<file path="config.mk">
export PLATFORM = sky130hd
export DESIGN_NAME = pcr_top
export DESIGN_NICKNAME = d
export VERILOG_FILES = /design/src/rtl/pcr_pkg.sv /design/src/rtl/pcr_core_if.sv /design/src/rtl/pcr_led.sv /design/src/rtl/pcr_pause.sv /design/src/rtl/pcr_top.sv
export SDC_FILE = /design/constraint.sdc
export NUM_CORES = 1
export LEC_CHECK = 0
export BUFFER_PORTS_ARGS = -buffer_cell sky130_fd_sc_hd__buf_2
export CORE_ASPECT_RATIO = 0.5
export CORE_MARGIN = 1
export CORE_UTILIZATION = 48
export DETAILED_ROUTE_END_ITERATION = 6
export PLACE_DENSITY = 0.78
export REMOVE_ABC_BUFFERS = 1
export SETUP_SLACK_MARGIN = 0.4
export SKIP_LAST_GASP = 1
export SYNTH_ARGS = -nofsm -noshare
export SYNTH_HDL_FRONTEND = slang
export SYNTH_SLANG_ARGS = --single-unit
</file>
<file path="constraint.sdc">
create_clock -name mclk -period 2.25 [get_ports mclk]
set_input_delay 0.225 -clock mclk [delete_from_list [all_inputs] [get_ports mclk]]
set_output_delay 0.225 -clock mclk [all_outputs]
set_load 0.005 [all_outputs]
</file>
<file path="src/rtl/pcr_pkg.sv">
// Constants for the PHY control and 10Base-Te register bank
package pcr_pkg;
  // ----------------------------------------------------------------
  // Register map (index, byte address is four times the index)
  // ----------------------------------------------------------------
  localparam logic [7:0]  IDX_PHY_CONTROL   = 8'h19;
  localparam logic [7:0]  IDX_TENBASE       = 8'h1a;
  localparam logic [9:0]  ADDR_PHY_CONTROL  = {IDX_PHY_CONTROL, 2'b00};
  localparam logic [9:0]  ADDR_TENBASE      = {IDX_TENBASE, 2'b00};
  // ----------------------------------------------------------------
  // Field positions of the control register
  // ----------------------------------------------------------------
  localparam int          B_AUTO_MDIX       = 15;
  localparam int          B_FORCE_MDIX      = 14;
  localparam int          B_PAUSE_RX        = 13;
  localparam int          B_PAUSE_TX        = 12;
  localparam int          B_MII_LINK        = 11;
  localparam int          B_LED_BYPASS      = 7;
  localparam int          B_LED_MODE        = 5;
  localparam int          B_ADDR_LO         = 0;
  localparam int          ADDR_W            = 5;
  // ----------------------------------------------------------------
  // Field positions of the 10Base-Te register
  // ----------------------------------------------------------------
  localparam int          B_LOW_THRESH      = 13;
  localparam int          B_SQUELCH_LO      = 9;
  localparam int          SQUELCH_W         = 4;
  localparam int          B_NLP_DIS         = 7;
  localparam int          B_POLARITY        = 4;
  localparam int          B_JABBER_DIS      = 0;
  // ----------------------------------------------------------------
  // Reset values and advertisement bits
  // ----------------------------------------------------------------
  localparam logic [3:0]  SQUELCH_RST       = 4'h0;
  localparam int          ADV_PAUSE         = 0;
  localparam int          ADV_ASYM          = 1;
  // ----------------------------------------------------------------
  // LED stretch timing
  // ----------------------------------------------------------------
  localparam int          CLK_HZ            = 10_000_000;
  localparam int          STRETCH_MS        = 50;
  localparam int          STRETCH_CYC       = CLK_HZ / 1000 * STRETCH_MS;
  localparam int          STRETCH_W         = 20;
endpackage

</file>
<file path="src/rtl/pcr_core_if.sv">
// Interface joining the register bank to its pause and LED helpers
`timescale 1ns/10ps
interface pcr_core_if;
  logic [1:0] adv_pause;
  logic [1:0] lp_pause;
  logic       full_duplex;
  logic       pause_rx;
  logic       pause_tx;
  logic       led_bypass;
  logic       led_mode;
  logic       link;
  logic       activity;
  logic       led;
  modport bank  (output adv_pause, output lp_pause, output full_duplex,
                 output led_bypass, output led_mode, output link,
                 output activity, input pause_rx, input pause_tx,
                 input led);
  modport pause (input adv_pause, input lp_pause, input full_duplex,
                 output pause_rx, output pause_tx);
  modport led_p (input led_bypass, input led_mode, input link,
                 input activity, output led);
endinterface // pcr_core_if

</file>
<file path="src/rtl/pcr_led.sv">
// Link LED driver with activity stretching
`timescale 1ns/10ps
module pcr_led #(
  parameter int STRETCH = pcr_pkg::STRETCH_CYC
) (
  input  wire logic mclk,
  input  wire logic rst_n,
  pcr_core_if.led_p cif
);
  logic [pcr_pkg::STRETCH_W-1:0] cnt_r;
  logic                          act;

  // Stretching keeps short bursts visible to the eye
  always_ff @(posedge mclk or negedge rst_n) begin
    if (!rst_n) begin
      cnt_r <= '0;
    end else if (cif.activity) begin
      cnt_r <= pcr_pkg::STRETCH_W'(STRETCH);
    end else if (cnt_r != '0) begin
      cnt_r <= cnt_r - 1'b1;
    end
  end

  assign act = cif.led_bypass ? cif.activity : (cnt_r != '0);

  always_ff @(posedge mclk or negedge rst_n) begin
    if (!rst_n) begin
      cif.led <= 1'b0;
    end else if (cif.led_mode) begin
      cif.led <= cif.link;
    end else begin
      cif.led <= cif.link & ~act;
    end
  end
endmodule // pcr_led

</file>
<file path="src/rtl/pcr_pause.sv">
// Pause resolution from local and partner advertisement
`timescale 1ns/10ps
module pcr_pause (
  input  wire logic mclk,
  input  wire logic rst_n,
  pcr_core_if.pause cif
);
  logic lp_, la_, pp_, pa_;
  assign lp_ = cif.adv_pause[pcr_pkg::ADV_PAUSE];
  assign la_ = cif.adv_pause[pcr_pkg::ADV_ASYM];
  assign pp_ = cif.lp_pause[pcr_pkg::ADV_PAUSE];
  assign pa_ = cif.lp_pause[pcr_pkg::ADV_ASYM];

  // Half duplex keeps both results low
  always_ff @(posedge mclk or negedge rst_n) begin
    if (!rst_n) begin
      cif.pause_rx <= 1'b0;
      cif.pause_tx <= 1'b0;
    end else begin
      cif.pause_tx <= cif.full_duplex &
                      ((lp_ & pp_) | (~lp_ & la_ & pp_ & pa_));
      cif.pause_rx <= cif.full_duplex &
                      ((lp_ & pp_) | (lp_ & la_ & ~pp_ & pa_));
    end
  end
endmodule // pcr_pause

</file>
<file path="src/rtl/pcr_top.sv">
// PHY control and 10Base-Te register bank on an AHB-Lite slave
`timescale 1ns/10ps
module pcr_top #(
  parameter int STRETCH = pcr_pkg::STRETCH_CYC
) (
  input  wire logic        mclk,
  input  wire logic        rst_n,
  // AHB-Lite slave
  input  wire logic        hsel,
  input  wire logic [31:0] haddr,
  input  wire logic [1:0]  htrans,
  input  wire logic        hwrite,
  input  wire logic [2:0]  hsize,
  input  wire logic        hready,
  input  wire logic [31:0] hwdata,
  output logic      [31:0] hrdata,
  output logic             hreadyout,
  output logic             hresp,
  // Strap pins, sampled after reset release
  input  wire logic        strap_auto_mdix,
  input  wire logic        strap_led_mode,
  input  wire logic [4:0]  strap_phy_addr,
  // PHY core status, same clock
  input  wire logic        link_up,
  input  wire logic        link_100_up,
  input  wire logic        full_duplex,
  input  wire logic [1:0]  local_advertisement_reg_pause,
  input  wire logic [1:0]  partner_ability_reg_pause,
  input  wire logic        rx_activity,
  input  wire logic        polarity_inverted,
  // Controls to the PHY core
  output logic             auto_mdix_en,
  output logic             rx_on_td_pair,
  output logic             low_rx_threshold,
  output logic      [3:0]  squelch_code,
  output logic             nlp_tx_en,
  output logic             jabber_en,
  output logic      [4:0]  phy_address,
  output logic             phy_status_reg_polarity,
  output logic             link_led
);
  // ----------------------------------------------------------------
  // Declarations
  // ----------------------------------------------------------------
  pcr_core_if cif ();

  logic        auto_mdix_r;
  logic        force_mdix_r;
  logic        led_bypass_r;
  logic        led_mode_r;
  logic [4:0]  phy_addr_r;
  logic        low_thresh_r;
  logic [3:0]  squelch_r;
  logic        nlp_en_r;
  logic        polarity_r;
  logic        jabber_en_r;
  logic        mii_link_r;

  logic [6:0]  strap_m_r;
  logic [6:0]  strap_s_r;
  logic        strap_done_r;

  // Data phase state of the one transfer in flight
  logic        dph_r;
  logic        dph_write_r;
  logic [9:0]  dph_addr_r;
  logic        hready_r;
  logic [31:0] hrdata_r;

  // Decode strobes and read views
  logic        addr_take;
  logic        wr_ctrl;
  logic        wr_tenb;
  logic        rd_tenb;
  logic [15:0] ctrl_view;
  logic [15:0] tenb_view;

  // Address decode shared by the read mux and the write strobes
  function automatic logic hit(input logic [9:0] a, input logic [9:0] r);
    hit = (a == r);
  endfunction

  // ----------------------------------------------------------------
  // Strap capture
  // ----------------------------------------------------------------
  // Straps are pins, so two flops come before the latch
  always_ff @(posedge mclk or negedge rst_n) begin
    if (!rst_n) begin
      strap_m_r <= '0;
      strap_s_r <= '0;
    end else begin
      strap_m_r <= {strap_auto_mdix, strap_led_mode, strap_phy_addr};
      strap_s_r <= strap_m_r;
    end
  end

  // Latched on the third edge after release, once the chain has settled
  logic [1:0] strap_wait_r;
  always_ff @(posedge mclk or negedge rst_n) begin
    if (!rst_n) begin
      strap_wait_r <= 2'b00;
    end else begin
      strap_wait_r <= {strap_wait_r[0], 1'b1};
    end
  end

  always_ff @(posedge mclk or negedge rst_n) begin
    if (!rst_n) begin
      strap_done_r <= 1'b0;
    end else if (strap_wait_r[1]) begin
      strap_done_r <= 1'b1;
    end
  end

  // ----------------------------------------------------------------
  // AHB-Lite slave: one wait state on every transfer
  // ----------------------------------------------------------------
  assign addr_take = hsel & htrans[1] & hready;

  // Only the low ten address bits decode; the rest are ignored
  always_ff @(posedge mclk or negedge rst_n) begin
    if (!rst_n) begin
      dph_r       <= 1'b0;
      dph_write_r <= 1'b0;
      dph_addr_r  <= '0;
    end else if (addr_take) begin
      dph_r       <= 1'b1;
      dph_write_r <= hwrite;
      dph_addr_r  <= haddr[9:0];
    end else begin
      dph_r       <= 1'b0;
    end
  end

  // Low in the cycle after the address phase, so data comes from a flop
  always_ff @(posedge mclk or negedge rst_n) begin
    if (!rst_n) begin
      hready_r <= 1'b1;
    end else begin
      hready_r <= ~addr_take;
    end
  end

  assign wr_ctrl = dph_r & dph_write_r &
                   hit(dph_addr_r, pcr_pkg::ADDR_PHY_CONTROL);
  assign wr_tenb = dph_r & dph_write_r &
                   hit(dph_addr_r, pcr_pkg::ADDR_TENBASE);
  assign rd_tenb = dph_r & ~dph_write_r &
                   hit(dph_addr_r, pcr_pkg::ADDR_TENBASE);

  // ----------------------------------------------------------------
  // Read views
  // ----------------------------------------------------------------
  always_comb begin
    ctrl_view = '0;
    ctrl_view[pcr_pkg::B_AUTO_MDIX]  = auto_mdix_r;
    ctrl_view[pcr_pkg::B_FORCE_MDIX] = force_mdix_r;
    ctrl_view[pcr_pkg::B_PAUSE_RX]   = cif.pause_rx;
    ctrl_view[pcr_pkg::B_PAUSE_TX]   = cif.pause_tx;
    ctrl_view[pcr_pkg::B_MII_LINK]   = mii_link_r;
    ctrl_view[pcr_pkg::B_LED_BYPASS] = led_bypass_r;
    ctrl_view[pcr_pkg::B_LED_MODE]   = led_mode_r;
    ctrl_view[pcr_pkg::B_ADDR_LO +: pcr_pkg::ADDR_W] = phy_addr_r;
  end

  always_comb begin
    tenb_view = '0;
    tenb_view[pcr_pkg::B_LOW_THRESH] = low_thresh_r;
    tenb_view[pcr_pkg::B_SQUELCH_LO +: pcr_pkg::SQUELCH_W] = squelch_r;
    tenb_view[pcr_pkg::B_NLP_DIS]    = ~nlp_en_r;
    tenb_view[pcr_pkg::B_POLARITY]   = polarity_r;
    tenb_view[pcr_pkg::B_JABBER_DIS] = ~jabber_en_r;
  end

  // Unmapped addresses read zero and still answer OKAY
  always_ff @(posedge mclk or negedge rst_n) begin
    if (!rst_n) begin
      hrdata_r <= '0;
    end else if (dph_r && !dph_write_r) begin
      if (hit(dph_addr_r, pcr_pkg::ADDR_PHY_CONTROL)) begin
        hrdata_r <= {16'h0000, ctrl_view};
      end else if (hit(dph_addr_r, pcr_pkg::ADDR_TENBASE)) begin
        hrdata_r <= {16'h0000, tenb_view};
      end else begin
        hrdata_r <= '0;
      end
    end
  end

  // ----------------------------------------------------------------
  // Control register
  // ----------------------------------------------------------------
  // Straps land until the capture settles; software writes wait for that
  always_ff @(posedge mclk or negedge rst_n) begin
    if (!rst_n) begin
      auto_mdix_r <= 1'b0;
    end else if (!strap_done_r) begin
      auto_mdix_r <= strap_s_r[6];
    end else if (wr_ctrl) begin
      auto_mdix_r <= hwdata[pcr_pkg::B_AUTO_MDIX];
    end
  end

  always_ff @(posedge mclk or negedge rst_n) begin
    if (!rst_n) begin
      force_mdix_r <= 1'b0;
    end else if (wr_ctrl && strap_done_r) begin
      force_mdix_r <= hwdata[pcr_pkg::B_FORCE_MDIX];
    end
  end

  always_ff @(posedge mclk or negedge rst_n) begin
    if (!rst_n) begin
      led_bypass_r <= 1'b0;
    end else if (wr_ctrl && strap_done_r) begin
      led_bypass_r <= hwdata[pcr_pkg::B_LED_BYPASS];
    end
  end

  always_ff @(posedge mclk or negedge rst_n) begin
    if (!rst_n) begin
      led_mode_r <= 1'b1;
    end else if (!strap_done_r) begin
      led_mode_r <= strap_s_r[5];
    end else if (wr_ctrl) begin
      led_mode_r <= hwdata[pcr_pkg::B_LED_MODE];
    end
  end

  // Read-only: software writes never reach the address
  always_ff @(posedge mclk or negedge rst_n) begin
    if (!rst_n) begin
      phy_addr_r <= '0;
    end else if (!strap_done_r) begin
      phy_addr_r <= strap_s_r[4:0];
    end
  end

  // Shown one edge after the core reports it
  always_ff @(posedge mclk or negedge rst_n) begin
    if (!rst_n) begin
      mii_link_r <= 1'b0;
    end else begin
      mii_link_r <= link_100_up;
    end
  end

  // ----------------------------------------------------------------
  // 10Base-Te register
  // ----------------------------------------------------------------
  // Fields take effect on the edge that ends the wait state, one edge before the data phase completes
  always_ff @(posedge mclk or negedge rst_n) begin
    if (!rst_n) begin
      low_thresh_r <= 1'b0;
    end else if (wr_tenb) begin
      low_thresh_r <= hwdata[pcr_pkg::B_LOW_THRESH];
    end
  end

  // Codes above 1000 are stored as written, with no clamping here
  always_ff @(posedge mclk or negedge rst_n) begin
    if (!rst_n) begin
      squelch_r <= pcr_pkg::SQUELCH_RST;
    end else if (wr_tenb) begin
      squelch_r <= hwdata[pcr_pkg::B_SQUELCH_LO +:
                          pcr_pkg::SQUELCH_W];
    end
  end

  // Held as enables so that the pins come straight off the flops
  always_ff @(posedge mclk or negedge rst_n) begin
    if (!rst_n) begin
      nlp_en_r <= 1'b1;
    end else if (wr_tenb) begin
      nlp_en_r <= ~hwdata[pcr_pkg::B_NLP_DIS];
    end
  end

  always_ff @(posedge mclk or negedge rst_n) begin
    if (!rst_n) begin
      jabber_en_r <= 1'b1;
    end else if (wr_tenb) begin
      jabber_en_r <= ~hwdata[pcr_pkg::B_JABBER_DIS];
    end
  end

  // Sticky flag; a new detection in the clearing cycle wins over the read
  always_ff @(posedge mclk or negedge rst_n) begin
    if (!rst_n) begin
      polarity_r <= 1'b0;
    end else if (polarity_inverted) begin
      polarity_r <= 1'b1;
    end else if (rd_tenb) begin
      polarity_r <= 1'b0;
    end
  end

  // ----------------------------------------------------------------
  // Helpers
  // ----------------------------------------------------------------
  assign cif.adv_pause   = local_advertisement_reg_pause;
  assign cif.lp_pause    = partner_ability_reg_pause;
  assign cif.full_duplex = full_duplex;
  assign cif.led_bypass  = led_bypass_r;
  assign cif.led_mode    = led_mode_r;
  assign cif.link        = link_up;
  assign cif.activity    = rx_activity;

  // Pause results arrive one edge after their inputs
  pcr_pause u_pause (
    .mclk  (mclk),
    .rst_n (rst_n),
    .cif   (cif.pause)
  );

  pcr_led #(
    .STRETCH (STRETCH)
  ) u_led (
    .mclk  (mclk),
    .rst_n (rst_n),
    .cif   (cif.led_p)
  );

  // ----------------------------------------------------------------
  // Outputs
  // ----------------------------------------------------------------
  // The polarity mirror shares the flop, so only one clear path exists
  assign phy_status_reg_polarity = polarity_r;
  assign auto_mdix_en      = auto_mdix_r;
  assign rx_on_td_pair     = force_mdix_r;
  assign low_rx_threshold  = low_thresh_r;
  assign squelch_code      = squelch_r;
  assign nlp_tx_en         = nlp_en_r;
  assign jabber_en         = jabber_en_r;
  assign phy_address       = phy_addr_r;
  assign link_led          = cif.led;
  assign hrdata            = hrdata_r;
  assign hreadyout         = hready_r;
  assign hresp             = 1'b0;

  // Bus inputs that carry no meaning here, folded so they are read
  logic unused_ok;
  assign unused_ok = ^{hsize, haddr[31:10]};
endmodule // pcr_top

</file>
==> impl_metrics.env <==
export IMPL_status="finished clean"
export IMPL_grt_pass1_vias=2753
export IMPL_min_period_ps=2010
export IMPL_synth_simple_area_share_pct=15.3
export IMPL_p_sw_share_pct=24.6
export IMPL_grt_pass1_wl_um=13600
export IMPL_synth_compound_area_share_pct=10.6
export IMPL_power_switching_w=0.000901
export IMPL_holdPathEnd="jabber_en$_DFFE_PN1P_"
export IMPL_ys_flop_type="dfrtp_1"
export IMPL_via_count=2748
export IMPL_core_area_um2=6960
export IMPL_holdCritPathClass="in2reg"
export IMPL_initial_core_util_pct=51.6
export IMPL_netlist_area_um2=3590
export IMPL_clock_root_buffer="clkbuf_16"
export IMPL_antenna_cells=0
export IMPL_maxSlewViolCount=0
export IMPL_ys_seq_elements=85
export IMPL_start_kind="flip-flop"
export IMPL_worstPathArrival_ps=2230
export IMPL_syn_inst=286
export IMPL_grt_max_degree=86
export IMPL_p_clk_share_pct=40.4
export IMPL_cts_made_buffers=9
export IMPL_finalHoldViolCount=0
export IMPL_cp_end_kind="flip-flop"
export IMPL_synth_edf_count=0
export IMPL_max_vdd_ir_drop_uv=405
export IMPL_synth_distinct_cells=49
export IMPL_p_comb_share_pct=12.7
export IMPL_setup_viol=0
export IMPL_dp_slack_ps=152
export IMPL_muxShareOfSynthArea_pct=8.39
export IMPL_max_freq_mhz=498
export IMPL_dr_first_iter_drc_count=213
export IMPL_row_count=21
export IMPL_yosys_area_share_xor_xnor_pct=0
export IMPL_ff2ff_setup_slack_ps=240
export IMPL_cts_buffer_depth=2
export IMPL_cts_tree="built"
export IMPL_die_h_um=63.2
export IMPL_avgViaCountPerCell=5.51
export IMPL_dieArea_um2=7850
export IMPL_intPower_w=0.00276
export IMPL_routed_wl_um=8720
export IMPL_drive_gt1_share_pct=45.2
export IMPL_final_setup_skew_ps=6.97
export IMPL_drc_errors=0
export IMPL_rsz0062_at_grt="true"
export IMPL_io_buffers=72
export IMPL_path_class="reg2reg"
export IMPL_synthesis_area_per_instance_um2=12.6
export IMPL_ys_warn_count=0
export IMPL_p_leak_nw=2.19
export IMPL_setup_slack_ps=242
export IMPL_antenna_found_initial=0
export IMPL_htreeDepth=3
export IMPL_synth_top_family_by_area="simple AND/OR/NAND/NOR gates"
export IMPL_rr_endpoint="rx_on_td_pair$_DFFE_PN0P_"
export IMPL_clk_pin_slew_worst_paths_ps=60
export IMPL_die_w_um=124
export IMPL_clock_sinks=85
export IMPL_timing_final_crit_share_pct=89.2
export IMPL_drv_cap=0
export IMPL_power_density_nw_per_um2=768
export IMPL_wl_per_cell_um=17.5
export IMPL_r2r_start="dph_addr_r[4]$_DFFE_PN0P_"
export IMPL_worstHoldStart="hwdata[0]"
export IMPL_first_pass_iters=4
export IMPL_io_pins=140
export IMPL_power_frac_seq_pct=46.9
export IMPL_tightest_slew_ps=584
export IMPL_path_max_fanout=3
export IMPL_relSlewSlack_pct=60.9
export IMPL_synthAdderAreaFrac_pct=0.697
export IMPL_worstPathRequired_ps=2470
export IMPL_globalRouteTotalUtil_pct=22.2
export IMPL_synth_seq_area_share_pct=59.4
export IMPL_ant_nets=0
export IMPL_tns_ps=0
export IMPL_nFillCells=446
export IMPL_hpwl_um=4950
export IMPL_multi_input_area_um2=1470
export IMPL_reg2regPathDepth=4
export IMPL_hold_depth=2
export IMPL_syn_to_final_growth_pct=32.9
export IMPL_clock_latency_ps=340
export IMPL_grt_remaining_overflow=0
export IMPL_synthArstFlopShare_pct=100
export IMPL_seqCellArea_um2=2130
export IMPL_gp_congestion=0.740
export IMPL_nets=494
repair_timing:
item                                    CTS  global route
hold endpoints to repair                 89             0
pin swaps                                14            14
gates cloned                              0             1
endpoints found under the setup margin   38            36
gates resized for setup                  18            20
buffers inserted                         17            10
hold buffers                              9             0
how the worst max path moves through the flow:
stage,start,end,depth (start not counted)
after detailed placement,u_led.cnt_r[0]$_DFFE_PN0P_,u_led.cnt_r[4]$_DFFE_PN0P_,6
after global placement,u_led.cnt_r[0]$_DFFE_PN0P_,u_led.cnt_r[14]$_DFFE_PN0P_,7
after CTS,dph_addr_r[0]$_DFFE_PN0P_,rx_on_td_pair$_DFFE_PN0P_,4
final,dph_addr_r[4]$_DFFE_PN0P_,rx_on_td_pair$_DFFE_PN0P_,4
after floorplan,dph_addr_r[7]$_DFFE_PN0P_,hrdata[11]$_DFFE_PN0P_,4
after global routing,dph_addr_r[4]$_DFFE_PN0P_,rx_on_td_pair$_DFFE_PN0P_,4
flip-flops by register name (all words and copies together) (netlist names), 2 cells and up:
register / flops
dph_addr_r: 10
hrdata: 14
strap_m_r: 7
u_led.cnt_r: 20
strap_s_r: 7
strap_wait_r: 2
phy_address: 5
squelch_code: 4
layout by cell type (no fill, tap or decap), types with 9 or more instances in the layout:
cell and count:
clkbuf_16 9, dfrtp_1 81, buf_2 71, conb_1 20, dlygate4sd3_1 9, nand2_1 16, buf_4 28, mux2_2 23
a21oi_1 11
synthesized netlist by cell type (5+ instances only):
cell / number / area share [%]
a21oi_1: 13 / 1.8
clkbuf_1: 7 / 0.73
or4_1: 6 / 1.3
o21ai_0: 10 / 1.4
nand3_1: 7 / 0.98
or3_1: 7 / 1.2
buf_4: 19 / 4.0
inv_1: 5 / 0.52
a22o_1: 8 / 2.0
nand2_1: 17 / 1.8
dfrtp_1: 81 / 56
o31ai_1: 8 / 1.7
mux2_2: 23 / 7.2
nor2_1: 9 / 0.94
a22oi_1: 6 / 1.3
per-layer routing:
metal,up-vias,global-route usage [%],part of all wire (%)
li1,1241,-,-
met1,1400,25.8,40
met2,89,40.1,53
met3,18,5.44,4.4
met4,0,8.58,2.0
met5,-,0,0
stage by stage:
step / hold WS (ps) / total power, W / instances / utilization [%] / cell area (µm²)
global placement: 285 / 0.00204 / 446 / 57.7 / 4020
finish: 44.7 / 0.00367 / 499 / 68.6 / 4770
CTS: 45.3 / 0.00359 / 488 / 66.1 / 4610
global route: 64.6 / 0.00380 / 499 / 68.6 / 4770
detailed placement: 293 / 0.00208 / 446 / 57.7 / 4020
floorplan: -70.6 / 0.00191 / 276 / - / 3480
worst max-delay path: stages (launching register included):
cell and delay (ps):
dfrtp_1 410, or4b_4 590, nor4b_4 410, nand2_2 140
mux2_4 330
layout make-up:
cell class | instances | area share, %
Sequential cell | 85 | 44.7
Tap cell | 92 | 2.41
Clock buffer | 12 | 5.16
Clock inverter | 4 | 0.996
Inverter | 5 | 0.393
Timing Repair Buffer | 115 | 15.6
Multi-Input combinational cell | 186 | 30.8
kinds of logic (layout without fill, tap and decap cells):
family,after synthesis,count (layout)
other,2,20
buffers and inverters,33,136
AO/OA/AOI/OAI,54,54
AND/OR/NAND/NOR,83,83
adder cells (fa/ha/maj),2,2
flip-flops,85,85
multiplexers,27,27
power groups by stage:
stage | Clock (W) | Sequential, W | Combinational, W
global placement | 0 | 0.00173 | 0.000317
global route | 0.00156 | 0.00173 | 0.000507
finish | 0.00148 | 0.00172 | 0.000467
floorplan | 0 | 0.00172 | 0.000188
detailed placement | 0 | 0.00174 | 0.000335
CTS | 0.00148 | 0.00171 | 0.000400
Power figures use the tool's default switching activity.
